## src/pkg/mic_pkg.sv

```systemverilog
package mic_pkg;
  // Register byte offsets on the AHB-Lite slave
  localparam logic [7:0] ADDR_EDGE = 8'h00;
  localparam logic [7:0] ADDR_CTRL0 = 8'h04;
  localparam logic [7:0] ADDR_CTRL1 = 8'h08;
  localparam logic [7:0] ADDR_CTRL2 = 8'h0c;
  localparam logic [7:0] ADDR_PTIMER = 8'h10;
  localparam logic [7:0] ADDR_PERIPH = 8'h14;
  localparam logic [7:0] ADDR_STATUS = 8'h18;

  // Field positions
  localparam int GIE_BIT = 0;
  localparam int PROT_EN_BIT = 1;
  localparam int EXT0_EN_BIT = 2;
  localparam int PROT_FLAG_BIT = 4;
  localparam int EXT0_FLAG_BIT = 5;
  localparam int MF2_EN_BIT = 1;
  localparam int MF3_EN_BIT = 2;
  localparam int MF2_FLAG_BIT = 5;
  localparam int MF3_FLAG_BIT = 6;
  localparam int EXT1_EN_BIT = 1;
  localparam int EXT1_FLAG_BIT = 5;
  localparam int GROUP_FLAG_LSB = 4;

  // Implemented-bit masks and reset values
  localparam logic [7:0] MASK_EDGE = 8'h0f;
  localparam logic [7:0] MASK_CTRL0 = 8'h37;
  localparam logic [7:0] MASK_CTRL1 = 8'h66;
  localparam logic [7:0] MASK_CTRL2 = 8'h22;
  localparam logic [7:0] MASK_PTIMER = 8'hff;
  localparam logic [7:0] MASK_PERIPH = 8'h77;
  localparam logic [7:0] RESET_REG = 8'h00;

  // Sources in priority order, index 0 highest
  localparam int NUM_SRC = 5;
  localparam logic [2:0] SRC_PROT = 3'h0;
  localparam logic [2:0] SRC_EXT0 = 3'h1;
  localparam logic [2:0] SRC_MF2 = 3'h2;
  localparam logic [2:0] SRC_EXT1 = 3'h3;
  localparam logic [2:0] SRC_MF3 = 3'h4;
  localparam int PC_W = 12;
  localparam logic [PC_W-1:0] VEC_TABLE [NUM_SRC] = '{12'h004, 12'h008, 12'h00c, 12'h010, 12'h014};

  typedef enum logic [1:0] {
    EDGE_OFF = 2'b00,
    EDGE_RISE = 2'b01,
    EDGE_FALL = 2'b10,
    EDGE_BOTH = 2'b11
  } mic_edge_t;

  typedef enum logic [1:0] {
    DPH_IDLE = 2'b00,
    DPH_WRITE = 2'b01,
    DPH_RWAIT = 2'b10,
    DPH_RDONE = 2'b11
  } mic_dph_t;

  typedef struct packed {
    logic push;
    logic [PC_W-1:0] pushAddr;
    logic pcLoad;
    logic [PC_W-1:0] pcAddr;
    logic pop;
  } mic_core_cmd_t;
endpackage

```

## src/rtl/mic_irq_ctrl.sv

```systemverilog
// Local design decisions: register access over AHB-Lite and the address map.
`timescale 1ns/1ps
module mic_irq_ctrl (
  input wire logic clk,
  input wire logic reset_n,
  input wire logic hsel,
  input wire logic [31:0] haddr,
  input wire logic [1:0] htrans,
  input wire logic hwrite,
  input wire logic [2:0] hsize,
  input wire logic [31:0] hwdata,
  input wire logic hready,
  output logic hreadyout,
  output logic hresp,
  output logic [31:0] hrdata,
  input wire logic protectEvent,
  input wire logic [3:0] ptimerEvent,
  input wire logic [2:0] periphEvent,
  input wire logic [1:0] extIrqPins,
  input wire logic [1:0] pullUpSel,
  output logic [1:0] pullUpEn,
  output logic [1:0] extPinIsIrq,
  input wire logic fetchSlot,
  input wire logic [mic_pkg::PC_W-1:0] nextPc,
  input wire logic stackFull,
  input wire logic retiExec,
  output mic_pkg::mic_core_cmd_t coreCmd,
  output logic wakeReq
);

  function automatic logic [7:0] nextReg(input logic [7:0] old, input logic [7:0] mask, input logic wr,
                                         input logic [7:0] wdata, input logic [7:0] set, input logic [7:0] clr);
    logic [7:0] base;
    base = wr ? wdata : old;
    return ((base & ~clr) | set) & mask;
  endfunction

  logic [7:0] edge_q, ctrl0_q, ctrl1_q, ctrl2_q, ptimer_q, periph_q, status_q;
  logic [7:0] edge_d, ctrl0_d, ctrl1_d, ctrl2_d, ptimer_d, periph_d;
  logic [7:0] addr_q;
  mic_pkg::mic_dph_t dph_q, dph_d;
  logic [31:0] rdData_q;
  logic [1:0] pinS1_q, pinS2_q, pinS3_q;
  logic [2:0] lastWin_q;
  mic_pkg::mic_core_cmd_t coreCmd_q;
  logic wakeReq_q;
  logic [1:0] pullUpEn_q;

  // Bus address phase decode
  wire addrPhase = hsel & htrans[1] & hready;
  wire [7:0] regAddr = {haddr[7:2], 2'b00};
  wire wrPhase = (dph_q == mic_pkg::DPH_WRITE);
  wire [7:0] wData = hwdata[7:0];
  wire wrEdge = wrPhase & (addr_q == mic_pkg::ADDR_EDGE);
  wire wrCtrl0 = wrPhase & (addr_q == mic_pkg::ADDR_CTRL0);
  wire wrCtrl1 = wrPhase & (addr_q == mic_pkg::ADDR_CTRL1);
  wire wrCtrl2 = wrPhase & (addr_q == mic_pkg::ADDR_CTRL2);
  wire wrPtimer = wrPhase & (addr_q == mic_pkg::ADDR_PTIMER);
  wire wrPeriph = wrPhase & (addr_q == mic_pkg::ADDR_PERIPH);

  always_comb begin
    dph_d = mic_pkg::DPH_IDLE;
    unique case (dph_q)
      mic_pkg::DPH_RWAIT: dph_d = mic_pkg::DPH_RDONE;
      mic_pkg::DPH_IDLE, mic_pkg::DPH_WRITE, mic_pkg::DPH_RDONE: begin
        if (addrPhase) begin
          dph_d = hwrite ? mic_pkg::DPH_WRITE : mic_pkg::DPH_RWAIT;
        end
      end
    endcase
  end

  // Reads take one wait state so a write just before is always seen
  assign hreadyout = (dph_q != mic_pkg::DPH_RWAIT);
  assign hresp = 1'b0;
  assign hrdata = rdData_q;

  wire [7:0] readMux = (addr_q == mic_pkg::ADDR_EDGE) ? edge_q :
                       (addr_q == mic_pkg::ADDR_CTRL0) ? ctrl0_q :
                       (addr_q == mic_pkg::ADDR_CTRL1) ? ctrl1_q :
                       (addr_q == mic_pkg::ADDR_CTRL2) ? ctrl2_q :
                       (addr_q == mic_pkg::ADDR_PTIMER) ? ptimer_q :
                       (addr_q == mic_pkg::ADDR_PERIPH) ? periph_q :
                       (addr_q == mic_pkg::ADDR_STATUS) ? status_q : 8'h00;

  always_ff @(posedge clk or negedge reset_n) begin
    if (!reset_n) begin
      dph_q <= mic_pkg::DPH_IDLE;
      addr_q <= 8'h00;
      rdData_q <= 32'h0000_0000;
    end else begin
      dph_q <= dph_d;
      if (addrPhase) begin
        addr_q <= regAddr;
      end
      if (dph_q == mic_pkg::DPH_RWAIT) begin
        rdData_q <= {24'h00_0000, readMux};
      end
    end
  end

  // External pins: two-stage synchroniser, third stage for edge detection
  always_ff @(posedge clk or negedge reset_n) begin
    if (!reset_n) begin
      pinS1_q <= 2'b00;
      pinS2_q <= 2'b00;
      pinS3_q <= 2'b00;
      pullUpEn_q <= 2'b00;
    end else begin
      pinS1_q <= extIrqPins;
      pinS2_q <= pinS1_q;
      pinS3_q <= pinS2_q;
      pullUpEn_q <= pullUpSel;
    end
  end

  wire [1:0] extEn = {ctrl2_q[mic_pkg::EXT1_EN_BIT], ctrl0_q[mic_pkg::EXT0_EN_BIT]};
  wire [1:0] pinRise = pinS2_q & ~pinS3_q;
  wire [1:0] pinFall = ~pinS2_q & pinS3_q;
  logic [1:0] extSet;
  genvar gp;
  generate
    for (gp = 0; gp < 2; gp++) begin : g_pin
      wire [1:0] sel = edge_q[2*gp +: 2];
      // pin serves as interrupt input only when enabled
      assign extPinIsIrq[gp] = extEn[gp] & (sel != mic_pkg::EDGE_OFF);
      assign extSet[gp] = extPinIsIrq[gp] & ((sel[0] & pinRise[gp]) | (sel[1] & pinFall[gp]));
    end
  endgenerate
  assign pullUpEn = pullUpEn_q;

  // Grouped source flags: a newly set flag with its enable raises the shared flag
  wire [3:0] ptimerNew = ptimerEvent & ~ptimer_q[7:4];
  wire [2:0] periphNew = periphEvent & ~periph_q[6:4];
  wire mf2Set = |(ptimerNew & ptimer_q[3:0]);
  wire mf3Set = |(periphNew & periph_q[2:0]);

  // Pending requests in priority order
  wire [mic_pkg::NUM_SRC-1:0] flags = {ctrl1_q[mic_pkg::MF3_FLAG_BIT], ctrl2_q[mic_pkg::EXT1_FLAG_BIT],
                                       ctrl1_q[mic_pkg::MF2_FLAG_BIT], ctrl0_q[mic_pkg::EXT0_FLAG_BIT],
                                       ctrl0_q[mic_pkg::PROT_FLAG_BIT]};
  wire [mic_pkg::NUM_SRC-1:0] enables = {ctrl1_q[mic_pkg::MF3_EN_BIT], ctrl2_q[mic_pkg::EXT1_EN_BIT],
                                         ctrl1_q[mic_pkg::MF2_EN_BIT], ctrl0_q[mic_pkg::EXT0_EN_BIT],
                                         ctrl0_q[mic_pkg::PROT_EN_BIT]};
  wire [mic_pkg::NUM_SRC-1:0] pending = flags & enables;
  wire anyPend = |pending;
  wire gie = ctrl0_q[mic_pkg::GIE_BIT];

  logic [2:0] winner;
  always_comb begin
    winner = 3'h0;
    for (int i = mic_pkg::NUM_SRC - 1; i >= 0; i--) begin
      if (pending[i]) begin
        winner = 3'(i);
      end
    end
  end

  // take only with global enable and room on the stack
  wire take = gie & anyPend & ~stackFull & fetchSlot;
  wire [mic_pkg::NUM_SRC-1:0] takeClr = take ? (mic_pkg::NUM_SRC'(1) << winner) : '0;

  // clears on take, applied after any software write
  wire [7:0] ctrl0Clr = {2'b00, takeClr[mic_pkg::SRC_EXT0], takeClr[mic_pkg::SRC_PROT], 3'b000, take};
  wire [7:0] ctrl1Clr = {1'b0, takeClr[mic_pkg::SRC_MF3], takeClr[mic_pkg::SRC_MF2], 5'b00000};
  wire [7:0] ctrl2Clr = {2'b00, takeClr[mic_pkg::SRC_EXT1], 5'b00000};
  wire [7:0] ctrl0Set = {2'b00, extSet[0], protectEvent, 4'h0};
  wire [7:0] ctrl1Set = {1'b0, mf3Set, mf2Set, 5'b00000};
  wire [7:0] ctrl2Set = {2'b00, extSet[1], 5'b00000};
  wire [7:0] ptimerSet = {ptimerEvent, 4'h0};
  wire [7:0] periphSet = {1'b0, periphEvent, 4'h0};

  // software write, then take clear, then hardware set
  assign edge_d = nextReg(edge_q, mic_pkg::MASK_EDGE, wrEdge, wData, 8'h00, 8'h00);
  assign ctrl0_d = nextReg(ctrl0_q, mic_pkg::MASK_CTRL0, wrCtrl0, wData, ctrl0Set, ctrl0Clr);
  assign ctrl1_d = nextReg(ctrl1_q, mic_pkg::MASK_CTRL1, wrCtrl1, wData, ctrl1Set, ctrl1Clr);
  assign ctrl2_d = nextReg(ctrl2_q, mic_pkg::MASK_CTRL2, wrCtrl2, wData, ctrl2Set, ctrl2Clr);
  // grouped source flags change only by event or software
  assign ptimer_d = nextReg(ptimer_q, mic_pkg::MASK_PTIMER, wrPtimer, wData, ptimerSet, 8'h00);
  assign periph_d = nextReg(periph_q, mic_pkg::MASK_PERIPH, wrPeriph, wData, periphSet, 8'h00);

  // wake only on a flag going from clear to set by hardware
  wire [7:0] flagMask = 8'hf0;
  wire newFlag = |((ctrl0Set & ~ctrl0_q) | (ctrl1Set & ~ctrl1_q) | (ctrl2Set & ~ctrl2_q) |
                   (ptimerSet & ~ptimer_q) | (periphSet & ~periph_q) & flagMask);

  always_ff @(posedge clk or negedge reset_n) begin
    if (!reset_n) begin
      edge_q <= mic_pkg::RESET_REG;
      ctrl0_q <= mic_pkg::RESET_REG;
      ctrl1_q <= mic_pkg::RESET_REG;
      ctrl2_q <= mic_pkg::RESET_REG;
      ptimer_q <= mic_pkg::RESET_REG;
      periph_q <= mic_pkg::RESET_REG;
    end else begin
      edge_q <= edge_d;
      ctrl0_q <= ctrl0_d;
      ctrl1_q <= ctrl1_d;
      ctrl2_q <= ctrl2_d;
      ptimer_q <= ptimer_d;
      periph_q <= periph_d;
    end
  end

  always_ff @(posedge clk or negedge reset_n) begin
    if (!reset_n) begin
      coreCmd_q <= '0;
      lastWin_q <= 3'h0;
      wakeReq_q <= 1'b0;
      status_q <= 8'h00;
    end else begin
      // push next address and load vector
      coreCmd_q.push <= take;
      coreCmd_q.pcLoad <= take;
      coreCmd_q.pop <= retiExec;
      if (take) begin
        coreCmd_q.pushAddr <= nextPc;
        coreCmd_q.pcAddr <= mic_pkg::VEC_TABLE[winner];
        lastWin_q <= winner;
      end
      wakeReq_q <= newFlag;
      status_q <= {3'b000, anyPend, stackFull, (take ? winner : lastWin_q)};
    end
  end

  assign coreCmd = coreCmd_q;
  assign wakeReq = wakeReq_q;

  // Assertions
  a_gie_cleared_take:
    assert property (@(posedge clk) disable iff (!reset_n) take |=> !ctrl0_q[mic_pkg::GIE_BIT])
    else $error("global enable not cleared after take");
  a_gie_off_block:
    assert property (@(posedge clk) disable iff (!reset_n) !gie |-> ##1 !coreCmd.pcLoad)
    else $error("vector loaded while global enable off");
  a_stack_full_hold:
    assert property (@(posedge clk) disable iff (!reset_n)
      stackFull && anyPend && !wrPhase |=> !coreCmd.push && anyPend)
    else $error("take while stack full or request lost");
  a_push_vector_pair:
    assert property (@(posedge clk) disable iff (!reset_n)
      take |=> coreCmd.push && coreCmd.pcLoad && coreCmd.pushAddr == $past(nextPc))
    else $error("push or vector load missing after take");
  a_return_pop:
    assert property (@(posedge clk) disable iff (!reset_n) $rose(retiExec) |=> coreCmd.pop ##1 !$past(retiExec) || coreCmd.pop)
    else $error("pop not issued on return");
  a_event_sets_flag:
    assert property (@(posedge clk) disable iff (!reset_n) protectEvent |=> ctrl0_q[mic_pkg::PROT_FLAG_BIT])
    else $error("protection event did not set flag");
  a_ext_flag_clear:
    assert property (@(posedge clk) disable iff (!reset_n)
      take && winner == mic_pkg::SRC_EXT0 && !extSet[0] |=> !ctrl0_q[mic_pkg::EXT0_FLAG_BIT])
    else $error("external flag not cleared on service");
  a_blocked_flag_kept:
    assert property (@(posedge clk) disable iff (!reset_n)
      !gie && ptimer_q[7] && !wrPtimer |=> ptimer_q[7])
    else $error("request flag lost while blocked");
  a_enabled_only:
    assert property (@(posedge clk) disable iff (!reset_n) take |-> pending[winner] && enables[winner])
    else $error("take of a disabled source");
  a_top_priority:
    assert property (@(posedge clk) disable iff (!reset_n)
      take && pending[mic_pkg::SRC_PROT] |=> coreCmd.pcAddr == mic_pkg::VEC_TABLE[mic_pkg::SRC_PROT])
    else $error("highest priority source not served");
  a_rise_sets_ext:
    assert property (@(posedge clk) disable iff (!reset_n)
      ctrl0_q[mic_pkg::EXT0_EN_BIT] && edge_q[1:0] == mic_pkg::EDGE_RISE && pinS2_q[0] && !pinS3_q[0]
      |=> ctrl0_q[mic_pkg::EXT0_FLAG_BIT] || $past(take))
    else $error("rising edge missed on pin 0");
  a_preset_no_wake:
    assert property (@(posedge clk) disable iff (!reset_n)
      ptimer_q[7] && ptimerEvent == 4'h8 && !protectEvent && periphEvent == 3'h0 && extSet == 2'b00
      && !mf2Set && !mf3Set |=> !wakeReq)
    else $error("wake from an already set flag");
  a_read_wait:
    assert property (@(posedge clk) disable iff (!reset_n) addrPhase && !hwrite |=> !hreadyout ##1 hreadyout)
    else $error("read wait state wrong");

  // Flag set and clear paths, vector selection, register write, wake and pop
  a_fall_sets_ext:
    assert property (@(posedge clk) disable iff (!reset_n)
      ctrl0_q[mic_pkg::EXT0_EN_BIT] && edge_q[1:0] == mic_pkg::EDGE_FALL && !pinS2_q[0] && pinS3_q[0]
      |=> ctrl0_q[mic_pkg::EXT0_FLAG_BIT])
    else $error("falling edge missed on pin 0");
  a_both_sets_ext:
    assert property (@(posedge clk) disable iff (!reset_n)
      ctrl0_q[mic_pkg::EXT0_EN_BIT] && edge_q[1:0] == mic_pkg::EDGE_BOTH && pinS2_q[0] != pinS3_q[0]
      |=> ctrl0_q[mic_pkg::EXT0_FLAG_BIT])
    else $error("dual edge missed on pin 0");
  a_edge_off_quiet:
    assert property (@(posedge clk) disable iff (!reset_n)
      edge_q[1:0] == mic_pkg::EDGE_OFF && !ctrl0_q[mic_pkg::EXT0_FLAG_BIT] && !wrCtrl0
      |=> !ctrl0_q[mic_pkg::EXT0_FLAG_BIT])
    else $error("pin 0 flag set with edge select off");
  a_pin1_needs_enable:
    assert property (@(posedge clk) disable iff (!reset_n)
      !ctrl2_q[mic_pkg::EXT1_EN_BIT] && !ctrl2_q[mic_pkg::EXT1_FLAG_BIT] && !wrCtrl2
      |=> !ctrl2_q[mic_pkg::EXT1_FLAG_BIT])
    else $error("pin 1 flag set while pin not enabled");
  a_rise_sets_ext1:
    assert property (@(posedge clk) disable iff (!reset_n)
      ctrl2_q[mic_pkg::EXT1_EN_BIT] && edge_q[3:2] == mic_pkg::EDGE_RISE && pinS2_q[1] && !pinS3_q[1]
      |=> ctrl2_q[mic_pkg::EXT1_FLAG_BIT])
    else $error("rising edge missed on pin 1");
  a_blocked_prot_kept:
    assert property (@(posedge clk) disable iff (!reset_n)
      !gie && ctrl0_q[mic_pkg::PROT_FLAG_BIT] && !wrCtrl0 |=> ctrl0_q[mic_pkg::PROT_FLAG_BIT])
    else $error("protection flag lost while blocked");
  a_prot_flag_clear:
    assert property (@(posedge clk) disable iff (!reset_n)
      take && winner == mic_pkg::SRC_PROT && !protectEvent |=> !ctrl0_q[mic_pkg::PROT_FLAG_BIT])
    else $error("protection flag not cleared on service");
  a_prot_needs_enable:
    assert property (@(posedge clk) disable iff (!reset_n)
      take && !ctrl0_q[mic_pkg::PROT_EN_BIT] |=> coreCmd.pcAddr != mic_pkg::VEC_TABLE[mic_pkg::SRC_PROT])
    else $error("protection vector taken while disabled");
  a_shared_set:
    assert property (@(posedge clk) disable iff (!reset_n) mf2Set |=> ctrl1_q[mic_pkg::MF2_FLAG_BIT])
    else $error("shared flag not set by grouped source");
  a_shared_clear:
    assert property (@(posedge clk) disable iff (!reset_n)
      take && winner == mic_pkg::SRC_MF3 && !mf3Set |=> !ctrl1_q[mic_pkg::MF3_FLAG_BIT])
    else $error("shared flag not cleared on service");
  a_source_flag_kept:
    assert property (@(posedge clk) disable iff (!reset_n)
      take && ptimer_q[4] && !wrPtimer |=> ptimer_q[4])
    else $error("grouped source flag cleared by service");
  a_shared_vector:
    assert property (@(posedge clk) disable iff (!reset_n)
      take && winner == mic_pkg::SRC_MF2 |=> coreCmd.pcAddr == mic_pkg::VEC_TABLE[mic_pkg::SRC_MF2])
    else $error("shared vector address wrong");
  a_sw_write_lands:
    assert property (@(posedge clk) disable iff (!reset_n)
      wrPtimer && ptimerEvent == 4'h0 |=> ptimer_q == $past(hwdata[7:0]))
    else $error("software write to timer register lost");
  a_new_flag_wakes:
    assert property (@(posedge clk) disable iff (!reset_n)
      protectEvent && !ctrl0_q[mic_pkg::PROT_FLAG_BIT] |=> wakeReq)
    else $error("no wake on a newly set flag");
  a_pop_follows:
    assert property (@(posedge clk) disable iff (!reset_n) retiExec |=> coreCmd.pop)
    else $error("pop missing after return");

endmodule // mic_irq_ctrl

```

## config.mk

```make
export PLATFORM = sky130hd
export DESIGN_NAME = mic_irq_ctrl
export DESIGN_NICKNAME = d
export VERILOG_FILES = /design/src/pkg/mic_pkg.sv /design/src/rtl/mic_irq_ctrl.sv
export SDC_FILE = /design/constraint.sdc
export NUM_CORES = 1
export LEC_CHECK = 0
export BUFFER_PORTS_ARGS = -buffer_cell sky130_fd_sc_hd__buf_2
export CORE_MARGIN = 1.5
export CORE_UTILIZATION = 44
export CTS_BUF_LIST = sky130_fd_sc_hd__clkbuf_4
export DETAILED_ROUTE_END_ITERATION = 12
export PLACE_DENSITY = 0.78
export SYNTH_ARGS = -nofsm -noshare
export SYNTH_HDL_FRONTEND = slang
export SYNTH_SLANG_ARGS = --single-unit
```

## constraint.sdc

```tcl
create_clock -name clk -period 1.5 [get_ports clk]
set_input_delay 0.3 -clock clk [delete_from_list [all_inputs] [get_ports clk]]
set_output_delay 0.3 -clock clk [all_outputs]
set_load 0.01 [all_outputs]
```

# Yosys cells after proc, flatten, opt, wreduce, memory -nomap -nowiden
# Memories as Yosys holds them, arrays and structs flattened. A register that Yosys moved wholly into a read port is not among the register bits.
# Cells that the tools add are included.
# op_classes
n_addsub,0
shift,1
magnitude_cmp,0
n_reduce_logical,10
bitwise,59
eq_ne,10
n_div,0
n_mul,0
mux,22
# op_table
cell,n
8-bit two-way mux,6
8-bit bitwise OR,5
7-bit two-way mux,3
1-bit bitwise AND,19
6-bit by 3-bit equality test with 1-bit output (second input constant),3
3-bit two-way mux,6
6-bit by 8-bit bitwise AND with 8-bit output,2
7-bit by 8-bit bitwise AND with 8-bit output,2
6-bit NOT with 8-bit output,2
7-bit NOT with 8-bit output,2
7-bit bitwise OR,2
6-bit bitwise AND,2
6-bit by 2-bit equality test with 1-bit output (second input constant),2
6-bit two-way mux,2
6-bit NOT,2
6-bit bitwise OR,2
5-bit two-way mux,2
4-bit bitwise AND,2
8-bit bitwise AND,1
8-bit zero test,1
8-bit NOT,1
8-bit OR reduction,1
7-bit bitwise AND,1
7-bit NOT,1
other kinds (22),30
# totals
ramBits,0
regBits,76
word_cells,122
rom_bits,96
latch_bits,0
inputBits,101
memories,1
# mem_list
memory,depth,word_bits,read_ports,rd_clocked_by_memory_dff,wr,line_no,text
(name not given),8,12,1,1,0,mic_irq_ctrl.sv:218,coreCmd_q.pcAddr <= mic_pkg::VEC_TABLE[winner];

# Depth between registers and ports, before layout
# Gate-level depths: netlist of run 1.
# logic_depth
depth_word,11
ltp_mapped,7
depth_no_buf,7

# Least setup slack after synthesis of run 1
# No wires, ideal clock.
# synth_path
path_kind,register -> register
from,register ctrl0_q[2]
to,"register coreCmd_q, in the netlist coreCmd[22]"
n_path_buf,1
path_stages_with_launch,6
synth_period_minus_slack_ns,1.551
arrival_time_ns,1.426
setup_slack_ns,-0.051
path_cell_list,dfrtp_1 > nand2_1 > and3_4 > a21oi_4 > buf_6 > mux2_4
# synth_via
elab_chain_cells,5
# synth_lines
item,line_no,text
"start, declared",mic_irq_ctrl.sv:38,"logic [7:0] edge_q, ctrl0_q, ctrl1_q, ctrl2_q, ptimer_q, periph_q, status_q;"
"start signal, assigned",mic_irq_ctrl.sv:190,ctrl0_q <= mic_pkg::RESET_REG;
"start signal, assigned",mic_irq_ctrl.sv:197,ctrl0_q <= ctrl0_d;
5-bit bitwise AND,mic_irq_ctrl.sv:145,wire [mic_pkg::NUM_SRC-1:0] pending = flags & enables;
5-bit OR reduction,mic_irq_ctrl.sv:146,wire anyPend = |pending;
1-bit bitwise AND (3 in a row),mic_irq_ctrl.sv:160,wire take = gie & anyPend & ~stackFull & fetchSlot;
named net take,mic_irq_ctrl.sv:160,
"end, declared",mic_irq_ctrl.sv:45,mic_pkg::mic_core_cmd_t coreCmd_q;
# The timed path passes the listed nets, and every way through them passes these cells.
# A chain may end at the register's enable or synchronous reset.

# Worst setup path after layout of run 1
# layout_path
from,register addr_q[6]
to,register ctrl1_q[5]
# layout_via
elab_chain_cells,5
# layout_lines
item,line_no,text
"start, declared",mic_irq_ctrl.sv:40,logic [7:0] addr_q;
"start signal, assigned",mic_irq_ctrl.sv:94,addr_q <= regAddr;
6-bit by 2-bit equality test with 1-bit output,mic_irq_ctrl.sv:56,wire wrCtrl1 = wrPhase & (addr_q == mic_pkg::ADDR_CTRL1);
1-bit bitwise AND,mic_irq_ctrl.sv:56,
7-bit two-way mux,mic_irq_ctrl.sv:34,base = wr ? wdata : old;
7-bit bitwise AND,mic_irq_ctrl.sv:35,return ((base & ~clr) | set) & mask;
7-bit bitwise OR,mic_irq_ctrl.sv:35,
named net ctrl1_d[5],mic_irq_ctrl.sv:39,"logic [7:0] edge_d, ctrl0_d, ctrl1_d, ctrl2_d, ptimer_d, periph_d;"
"end signal, assigned",mic_irq_ctrl.sv:191,ctrl1_q <= mic_pkg::RESET_REG;
"end signal, assigned",mic_irq_ctrl.sv:198,ctrl1_q <= ctrl1_d;
"end, declared",mic_irq_ctrl.sv:38,
# The timed path passes the listed nets, and every way through them passes these cells.

==> results of run 1 <==
[registers in the layout, indices dropped and copies added, names as in the netlist, 3 cells and up]
register and flops:
coreCmd 17, hrdata 8, ptimer_q 8, addr_q 6, periph_q 6, ctrl0_q 5, ctrl1_q 4, edge_q 4
status_q 3
[timing repair]
action	in CTS	in global routing
buffers inserted	17	11
gates cloned	1	0
endpoints found under the setup margin	46	52
gates resized for setup	37	41
hold buffers	7	0
pin swaps	13	20
hold endpoints to repair	23	0
[kinds of logic (layout without fill, tap and decap cells)]
family | after synthesis | after routing
flops | 76 | 76
simple gates | 92 | 92
buf+inv | 57 | 197
fa+ha+maj | 3 | 3
mux | 46 | 46
other cells | 1 | 34
compound gates | 53 | 54
[layer usage]
layer	wire (µm)	vias up	share of wire, %	GRT usage, %
li1	-	1432	-	-
met1	4030	1494	41	26.5
met2	5130	116	52	40.2
met3	563	21	5.7	6.06
met4	182	0	1.8	9.07
met5	0	-	0	0
[synth_stat cells (all sizes together)]
master	instances	area share, %
o31ai	4	0.80
o211ai	1	0.20
or3	1	0.17
a32oi	2	0.47
clkbuf	2	0.20
o221ai	1	0.23
a22oi	5	1.0
a21oi	3	0.70
mux2i	8	2.1
a21o	2	0.40
mux2	38	12
nor2	14	1.4
and3	3	0.63
a211oi	2	0.40
nand3	11	1.6
inv	15	1.5
nor3b	2	0.53
or4	1	0.20
a211o	7	1.6
nor4b	1	0.23
nand2	30	3.2
nand4	2	0.50
a31oi	2	0.33
ha	3	1.0
a22o	1	0.23
o22a	2	0.47
a32o	1	0.27
a221oi	1	0.23
o21ai	13	1.7
a21boi	1	0.20
nor4	4	1.1
nand3b	4	0.80
dfrtp	76	51
nor3	3	0.70
and2b	3	0.60
nor2b	8	1.3
and2	3	0.57
o32a	1	0.27
buf	40	8.1
o22ai	2	0.33
conb	1	0.10
o21a	2	0.40
or2	2	0.33
[through the flow]
stage                     area (µm²)  total power [mW]
after CTS                       5040              7.06
after detailed placement        4590              5.61
after floorplan                 3890              4.44
after global placement          4590              5.48
final                           5260              7.41
after global routing            5260              7.87
[power groups by stage]
stage / clock (mW) / combinational (mW) / sequential [mW]
3_3_place_gp: 0 / 2.45 / 3.04
2_1_floorplan: 0 / 1.32 / 3.13
6_report: 1.07 / 3.28 / 3.06
5_1_grt: 1.21 / 3.54 / 3.13
4_1_cts: 1.11 / 2.91 / 3.04
3_5_place_dp: 0 / 2.53 / 3.07
[area by class of cell]
type / instances / area share, %
flip-flops and latches: 76 / 36.2
clock inverters: 6 / 0.808
clock buffers: 9 / 1.28
repair buffers: 167 / 23.0
inverters: 15 / 1.26
well taps: 105 / 2.50
multi-input cells: 229 / 35.0
[worst max path at each step]
stage	from	to	slack [ns]	cells after the start
floorplan	addr_q[6]	edge_q[0]	-0.03	4
global placement	ptimerEvent[0]	wakeReq	-0.22	6
detailed placement	ctrl1_q[1]	coreCmd[19]	-0.24	4
CTS	addr_q[6]	ctrl1_q[5]	-0.09	5
global route	addr_q[6]	periph_q[6]	-0.16	5
finish	addr_q[6]	ctrl1_q[5]	-0.10	5
[critical path, stage by stage, from the launching register on]
cell     delay (ns)
dfrtp_2        0.45
buf_6          0.13
nor3_4         0.29
nand3_2        0.15
mux2_2         0.30
a21o_1         0.19
==> run metrics, run 1 <==
outcome=finished with violations; failing checks=negative setup slack; Least-Margin Pin Slew=0.573 ns; max-cap violation count=0; clk sinks=76; Core ar.=0.00826 mm²; Seq pwr share=41.3%; dpl cells=560; clk_lat worst skew=0.43 ns; sequential cell area=0.00191 mm²; final worst slack=-0.102 ns; Slew Limit Fails=0; GRT overflow=0; Hold Vio Cnt, Final=0; worst vdd ir=1.04 mV; post-synthesis mux area share=14.4%; R2R Path Start=addr_q[6]; Die Ht=95.4 µm; WHS=0.0756 ns; Critical Path Start Type=flop; root buffer cell=clkbuf_4; number of global-route vias before repair=3197; Slew headroom=61.8%; final WL=9910 µm; post-synthesis cell count=328; Netlist cell types=55; WP data arrival=1.93 ns; Clock Path Buffers=2; die area=0.00911 mm²; post-synthesis sequential area ratio=50.6%; drt via density=5.05; Residual DRC=0; post-synthesis adder-cell area fraction=0.999%; I/O Pins=167; Hold Path Sink=dph_q[1]; post-route setup TNS=-1.56 ns; Synth Area in XOR/XNOR=0%; hold_sp=hwrite; worst slack, placed=-0.236 ns; Req. time, crit path=1.83 ns; Cell Area, Synth=0.00376 mm²; Routed wire per std cell=16.3 µm; die width=95.4 µm; commonest cells after routing, fill and taps aside=77 x buf_2, 73 x dfrtp_1, 61 x buf_4; routed vias=3063; Post-DRT Antenna Nets=0; Post-Synthesis Mean Instance Area=11.5 µm²; nets@finish=602; Initial Utilization=45.5%; fillers=638; H-tree depth=3; number of buffers created by CTS=9; TritonCTS clock tree=built; pin count of the biggest net entering global routing=24; commonest non-fill, non-tap cell in the layout=buf_2; FF-to-FF setup slack=-0.10 ns; post-layout util=63.7%; antenna cells=0; Post-Synth Simple-Gate Area=13.8%; Tot GR Track Use=22.9%; Syn-to-layout area delta=40.0%; HP Class=in -> reg; final non-filler cell total=607; static leakage=2.57 nW; Clk pwr share=14.4%; 1st-pass router iterations=6; Crit Reg-Reg Endpoint=ctrl1_q[5]; Worst-path clk slew=0.13 ns; P_sw=2.69 mW; crit share post-route=107%; warnings from Yosys=0; Multi-input gate area=0.00184 mm²; Comb pwr share=44.3%; first-pass GRT wire length=15400 µm; share of cells above drive strength 1=52.8%; DPL Wire Length=7010 µm; Max Fclk=624 MHz; FP Rows=33; Hold Path Depth=2; R2R cell count=5; pwr/cell area=1410 mW/mm²; initial antenna violation count=0; Final Skew=0.0167 ns; Pint=4.72 mW; Sw Share=36.3%; Setup crit end kind=flop; CP Max Fanout=4; port bufs=78; Period minus WS final=1.60 ns; crit path kind=reg -> reg; unrepaired setup endpoints after global routing=true; initial drt markers=144; RD Place Congestion=0.904; largest family of logic cells by synthesized area=multiplexers; Yosys reg bits=76; compound-gate portion of the synthesized area=10.3%; # setup viols final=42
Note: power is estimated with default switching activity, not from simulation.
==> run 2, diff against run 1 <==
Settings changed: CORE_MARGIN 1.5 to not set.
==> run 2 against run 1 <==
  * The run still ends with negative setup slack left
  * Clock power is 15% higher
  * Sequential cell count stayed put
  * Worst hold slack got worse by 0.025 ns
  * Power barely moved
  * Register-to-register slack worse by 0.05 ns
  * Via count is 0.42% higher
  * Largest cell class unchanged
  * Highest routed layer unchanged
==> run metrics, run 2 (synthesized netlist as in run 1, its figures left out) <==
number of buffers created by CTS=9; fin area=0.00527 mm²; P_sw=2.63 mW; FP Rows=33; pwr/cell area=1410 mW/mm²; total chip power=7.41 mW; Worst-path clk slew=0.13 ns; Crit Reg-Reg Endpoint=hrdata[2]; initial drt markers=137; routed vias=3076; number of global-route vias before repair=3118; Comb pwr share=41.4%; TritonCTS clock tree=built; clk_lat worst skew=0.44 ns; die width=94.4 µm; Core ar.=0.00826 mm²; nets@finish=602; max-cap violation count=0; antenna cells=0; Req. time, crit path=1.81 ns; Post-DRT Antenna Nets=0; Slew Limit Fails=0; Clk pwr share=16.6%; Pint=4.78 mW; HP Class=in -> reg; commonest cells after routing, fill and taps aside=77 x buf_2, 70 x dfrtp_1, 59 x buf_4; placed cell area=0.00464 mm²; Critical Path Start Type=flop; crit path kind=reg -> reg; Tot GR Track Use=22.7%; Clock Path Buffers=2; sequential cell area=0.00191 mm²; commonest non-fill, non-tap cell in the layout=buf_2; Residual DRC=0; Period minus WS final=1.65 ns; worst vdd ir=0.909 mV; CP Max Fanout=3; share of cells above drive strength 1=52.0%; unrepaired setup endpoints after global routing=true; GRT overflow=0; Initial Utilization=45.5%; failing checks=negative setup slack; Die Ht=94.4 µm; fillers=645; static leakage=2.59 nW; Hold Vio Cnt, Final=0; Final Skew=0.0201 ns; port bufs=78; R2R Path Start=addr_q[6]; Max Fclk=606 MHz; final WL=9630 µm; Routed wire per std cell=15.9 µm; RD Place Congestion=0.871; H-tree depth=3; max reg flops=17; Crit. Startpoint=addr_q[6]; clk sinks=76; DPL Wire Length=6960 µm; 1st-pass router iterations=4; Syn-to-layout area delta=40.2%; Multi-input gate area=0.00182 mm²; I/O Pins=167; pin count of the biggest net entering global routing=26; final worst slack=-0.150 ns; drt via density=5.07; Sw Share=35.5%; worst setup path end=hrdata[2]; initial antenna violation count=0; first-pass GRT wire length=15100 µm; root buffer cell=clkbuf_4; R2R cell count=6; outcome=finished with violations; Setup crit end kind=flop; Least-Margin Pin Slew=0.626 ns; # setup viols final=39; Slew headroom=58.2%; crit share post-route=110%; die area=0.00892 mm²; WP data arrival=1.96 ns; Seq pwr share=42.0%; FF-to-FF setup slack=-0.15 ns
==> run 2: cell count changes in the layout (fill, tap and decap cells not counted), moves of 3 or more <==
cell     change
dfrtp_2      +3
mux2_2       +4
mux2_4       -4
nand3_2      -3
dfrtp_1      -3
buf_6        +4
==> run 2: per-layer routing <==
layer	wire [µm]	vias to the layer above	global-route usage, %
met4	203	0	7.56
li1	-	1436	-
met1	3880	1484	27.1
met2	4990	140	39.4
met3	560	16	6.44
met5	0	-	0
==> run 2: stage by stage <==
stage / worst slack [ns] / instances / hold slack (ns) / util, % / setup TNS [ns]
2_1_floorplan: -0.0256 / 361 / 0.00441 / - / -0.186
3_3_place_gp: -0.212 / 568 / 0.335 / 56.2 / -2.43
3_5_place_dp: -0.254 / 568 / 0.342 / 56.2 / -4.10
4_1_cts: -0.126 / 603 / 0.0335 / 62.0 / -2.06
5_1_grt: -0.185 / 607 / 0.0297 / 63.8 / -5.01
6_report: -0.150 / 607 / 0.0508 / 63.8 / -3.05
==> run 2: worst min path at each step <==
stage                          start          end  slack [ns]  cells after the start
after detailed placement  pinS1_q[0]   pinS2_q[0]        0.34                      0
after floorplan              reset_n    addr_q[2]       0.004                      0
after global placement       reset_n  coreCmd[13]        0.34                      1
final                         hwrite     dph_q[1]        0.05                      2
after global routing          hwrite     dph_q[1]        0.03                      2
after CTS                  stackFull  status_q[3]        0.03                      2
==> run 2: worst max-delay path, cell delays in order (launching register included) <==
cell	delay (ns)
dfrtp_2	0.46
nor4_4	0.27
buf_4	0.19
buf_6	0.10
nand3b_1	0.07
nor4b_4	0.13
or3_1	0.31
==> run 2: power groups by stage <==
stage	combinational, mW	sequential (mW)	clock [mW]
final	3.07	3.11	1.23
after global routing	3.32	3.17	1.35
after CTS	2.83	3.07	1.27
after detailed placement	2.53	3.10	0
after global placement	2.45	3.06	0
after floorplan	1.32	3.13	0
==> run 2: what timing repair did <==
item	CTS	global route
resized for setup	38	34
pin swaps	18	11
gates cloned	3	0
hold endpoints to repair	23	0
setup buffers	11	6
setup endpoints to repair	53	58
hold buffers	6	0
==> run 2: area by class of cell <==
class	instances	area share (%)
clock buffer	9	1.28
clock inverter	6	1.26
inverter	15	1.12
multi-input combinational	229	34.5
sequential	76	36.2
tap	105	2.49
timing repair buffer	167	23.2
==> run 3, diff against run 2 <==
Settings changed: CAP_MARGIN set to 20, CORE_UTILIZATION 44 to 45, PLACE_DENSITY 0.78 to 0.77.
Clock period 1.5 ns to 1.8 ns, I/O delays scaled along.
==> run 3 against run 2 <==
  * The run now ends clean
  * Sequential cell count unchanged
  * Non-clock buffer count down 74
  * Die area down 2.2%
  * Worst setup slack better by 0.25 ns
  * Worst hold slack worse by 0.022 ns
  * Critical path type unchanged
  * Highest routed layer unchanged
==> run metrics, run 3 (synthesized netlist as in run 1, its figures left out) <==
RD Place Congestion=0.921; drt via density=5.17; Die Ht=93.4 µm; FF-to-FF setup slack=0.1 ns; Sw Share=34.4%; final worst slack=0.0965 ns; FP Rows=32; Initial Utilization=47.7%; die width=93.4 µm; Slew Limit Fails=0; commonest cells after routing, fill and taps aside=77 x buf_2, 76 x dfrtp_1, 34 x conb_1; Syn-to-layout area delta=17.6%; DPL Wire Length=6150 µm; Multi-input gate area=0.00163 mm²; P_sw=1.90 mW; GRT overflow=0; antenna cells=0; Comb pwr share=31.3%; Final Skew=0.0170 ns; clk_lat worst skew=0.43 ns; worst slack, placed=0.0103 ns; H-tree depth=3; 1st-pass router iterations=5; crit path kind=reg -> reg; root buffer cell=clkbuf_4; Critical Path Start Type=flop; nets@finish=527; port bufs=78; R2R Path Start=addr_q[6]; TritonCTS clock tree=built; HP Class=in -> reg; hold_sp=pullUpSel[0]; pin count of the biggest net entering global routing=59; I/O Pins=167; Period minus WS final=1.70 ns; fillers=692; Max Fclk=587 MHz; routed vias=2738; CP Max Fanout=5; crit-path cells=nor4_4 > buf_4 > nand3b_1 > nor4b_1 > or3_1; Crit Reg-Reg Endpoint=hrdata[2]; Hold Path Depth=1; max-cap violation count=0; pwr/cell area=1250 mW/mm²; Residual DRC=0; Max stage delay on crit path=0.49 ns; R2R cell count=5; initial antenna violation count=0; Worst-path clk slew=0.13 ns; Tot GR Track Use=20.6%; Hold Vio Cnt, Final=0; Req. time, crit path=2.11 ns; outcome=finished clean; number of global-route vias before repair=2770; post-layout util=56.1%; Post-DRT Antenna Nets=0; post-route setup TNS=0 ns; commonest non-fill, non-tap cell in the layout=buf_2; share of cells above drive strength 1=36.7%; unrepaired setup endpoints after global routing=false; Clock Path Buffers=2; crit share post-route=94.6%; Routed wire per std cell=15.5 µm; Setup crit end kind=flop; sequential cell area=0.00190 mm²; die area=0.00872 mm²; Seq pwr share=47.0%; # setup viols final=0; max reg flops=17; WP data arrival=2.01 ns; Clk pwr share=21.6%; Pint=3.62 mW; worst vdd ir=0.587 mV; Hold Path Sink=pullUpEn[0]; initial drt markers=254; Core ar.=0.00789 mm²; static leakage=2.17 nW; slowest CP cell=dfrtp_1; number of buffers created by CTS=9; final WL=8230 µm; clk sinks=76; first-pass GRT wire length=13600 µm
==> run 3: worst max-delay path by stage <==
stage | start | to | slack (ns) | cells past startpoint
after CTS | addr_q[2] | ptimer_q[6] | 0.003 | 3
after global routing | addr_q[6] | hrdata[2] | 0.01 | 5
after global placement | ptimerEvent[0] | wakeReq | 0.03 | 5
after floorplan | ctrl0_q[2] | coreCmd[22] | 0.25 | 5
final | addr_q[6] | hrdata[2] | 0.1 | 5
after detailed placement | ptimerEvent[0] | wakeReq | 0.01 | 5
==> run 3: routing by layer <==
metal	track usage [%]	wire (µm)	vias to the layer above
met3	3.17	511	18
met1	27.3	3490	1316
met2	33.4	4060	125
met4	9.23	165	0
met5	0	0	-
li1	-	-	1279
==> run 3: power groups by stage <==
| stage | logic, mW | clock network, mW | registers [mW] |
|---|---|---|---|
| after floorplan | 1.09 | 0 | 2.60 |
| after global placement | 1.68 | 0 | 2.58 |
| after detailed placement | 1.72 | 0 | 2.62 |
| after CTS | 1.73 | 1.22 | 2.59 |
| after global routing | 1.92 | 1.30 | 2.66 |
| final | 1.73 | 1.20 | 2.60 |
==> run 3: metrics by stage <==
stage / hold WS, ns / total power [mW] / area, µm² / cells
after floorplan: 0.0644 / 3.70 / 3880 / 361
after global placement: 0.247 / 4.26 / 4200 / 510
after detailed placement: 0.252 / 4.34 / 4200 / 510
after CTS: 0.00702 / 5.55 / 4380 / 527
after global routing: 0.0128 / 5.88 / 4420 / 530
final: 0.0290 / 5.53 / 4420 / 530
==> run 3: worst max-delay path: cells and delay by family (launching register included) <==
family	cells	cell delay, ns
flip-flops	1	0.49
buffers and inverters	1	0.19
AND/OR/NAND/NOR	4	0.89
==> run 3: repair_timing <==
action / 4_1_cts / 5_1_grt
hold buffers: 1 / 2
pin swaps: 0 / 1
endpoints found under the hold margin: 18 / 2
setup endpoints to repair: 1 / 11
buffers inserted: 0 / 1
gates cloned: 0 / 0
gates resized for setup: 1 / 3
==> run 3: area by class of cell <==
cell class,count,share of cell area (%)
Clock buffer,9,1.53
Clock inverter,7,2.26
Inverter,15,1.27
Multi-Input combinational cell,228,36.9
Sequential cell,76,43.0
Tap cell,102,2.89
Timing Repair Buffer,93,12.2
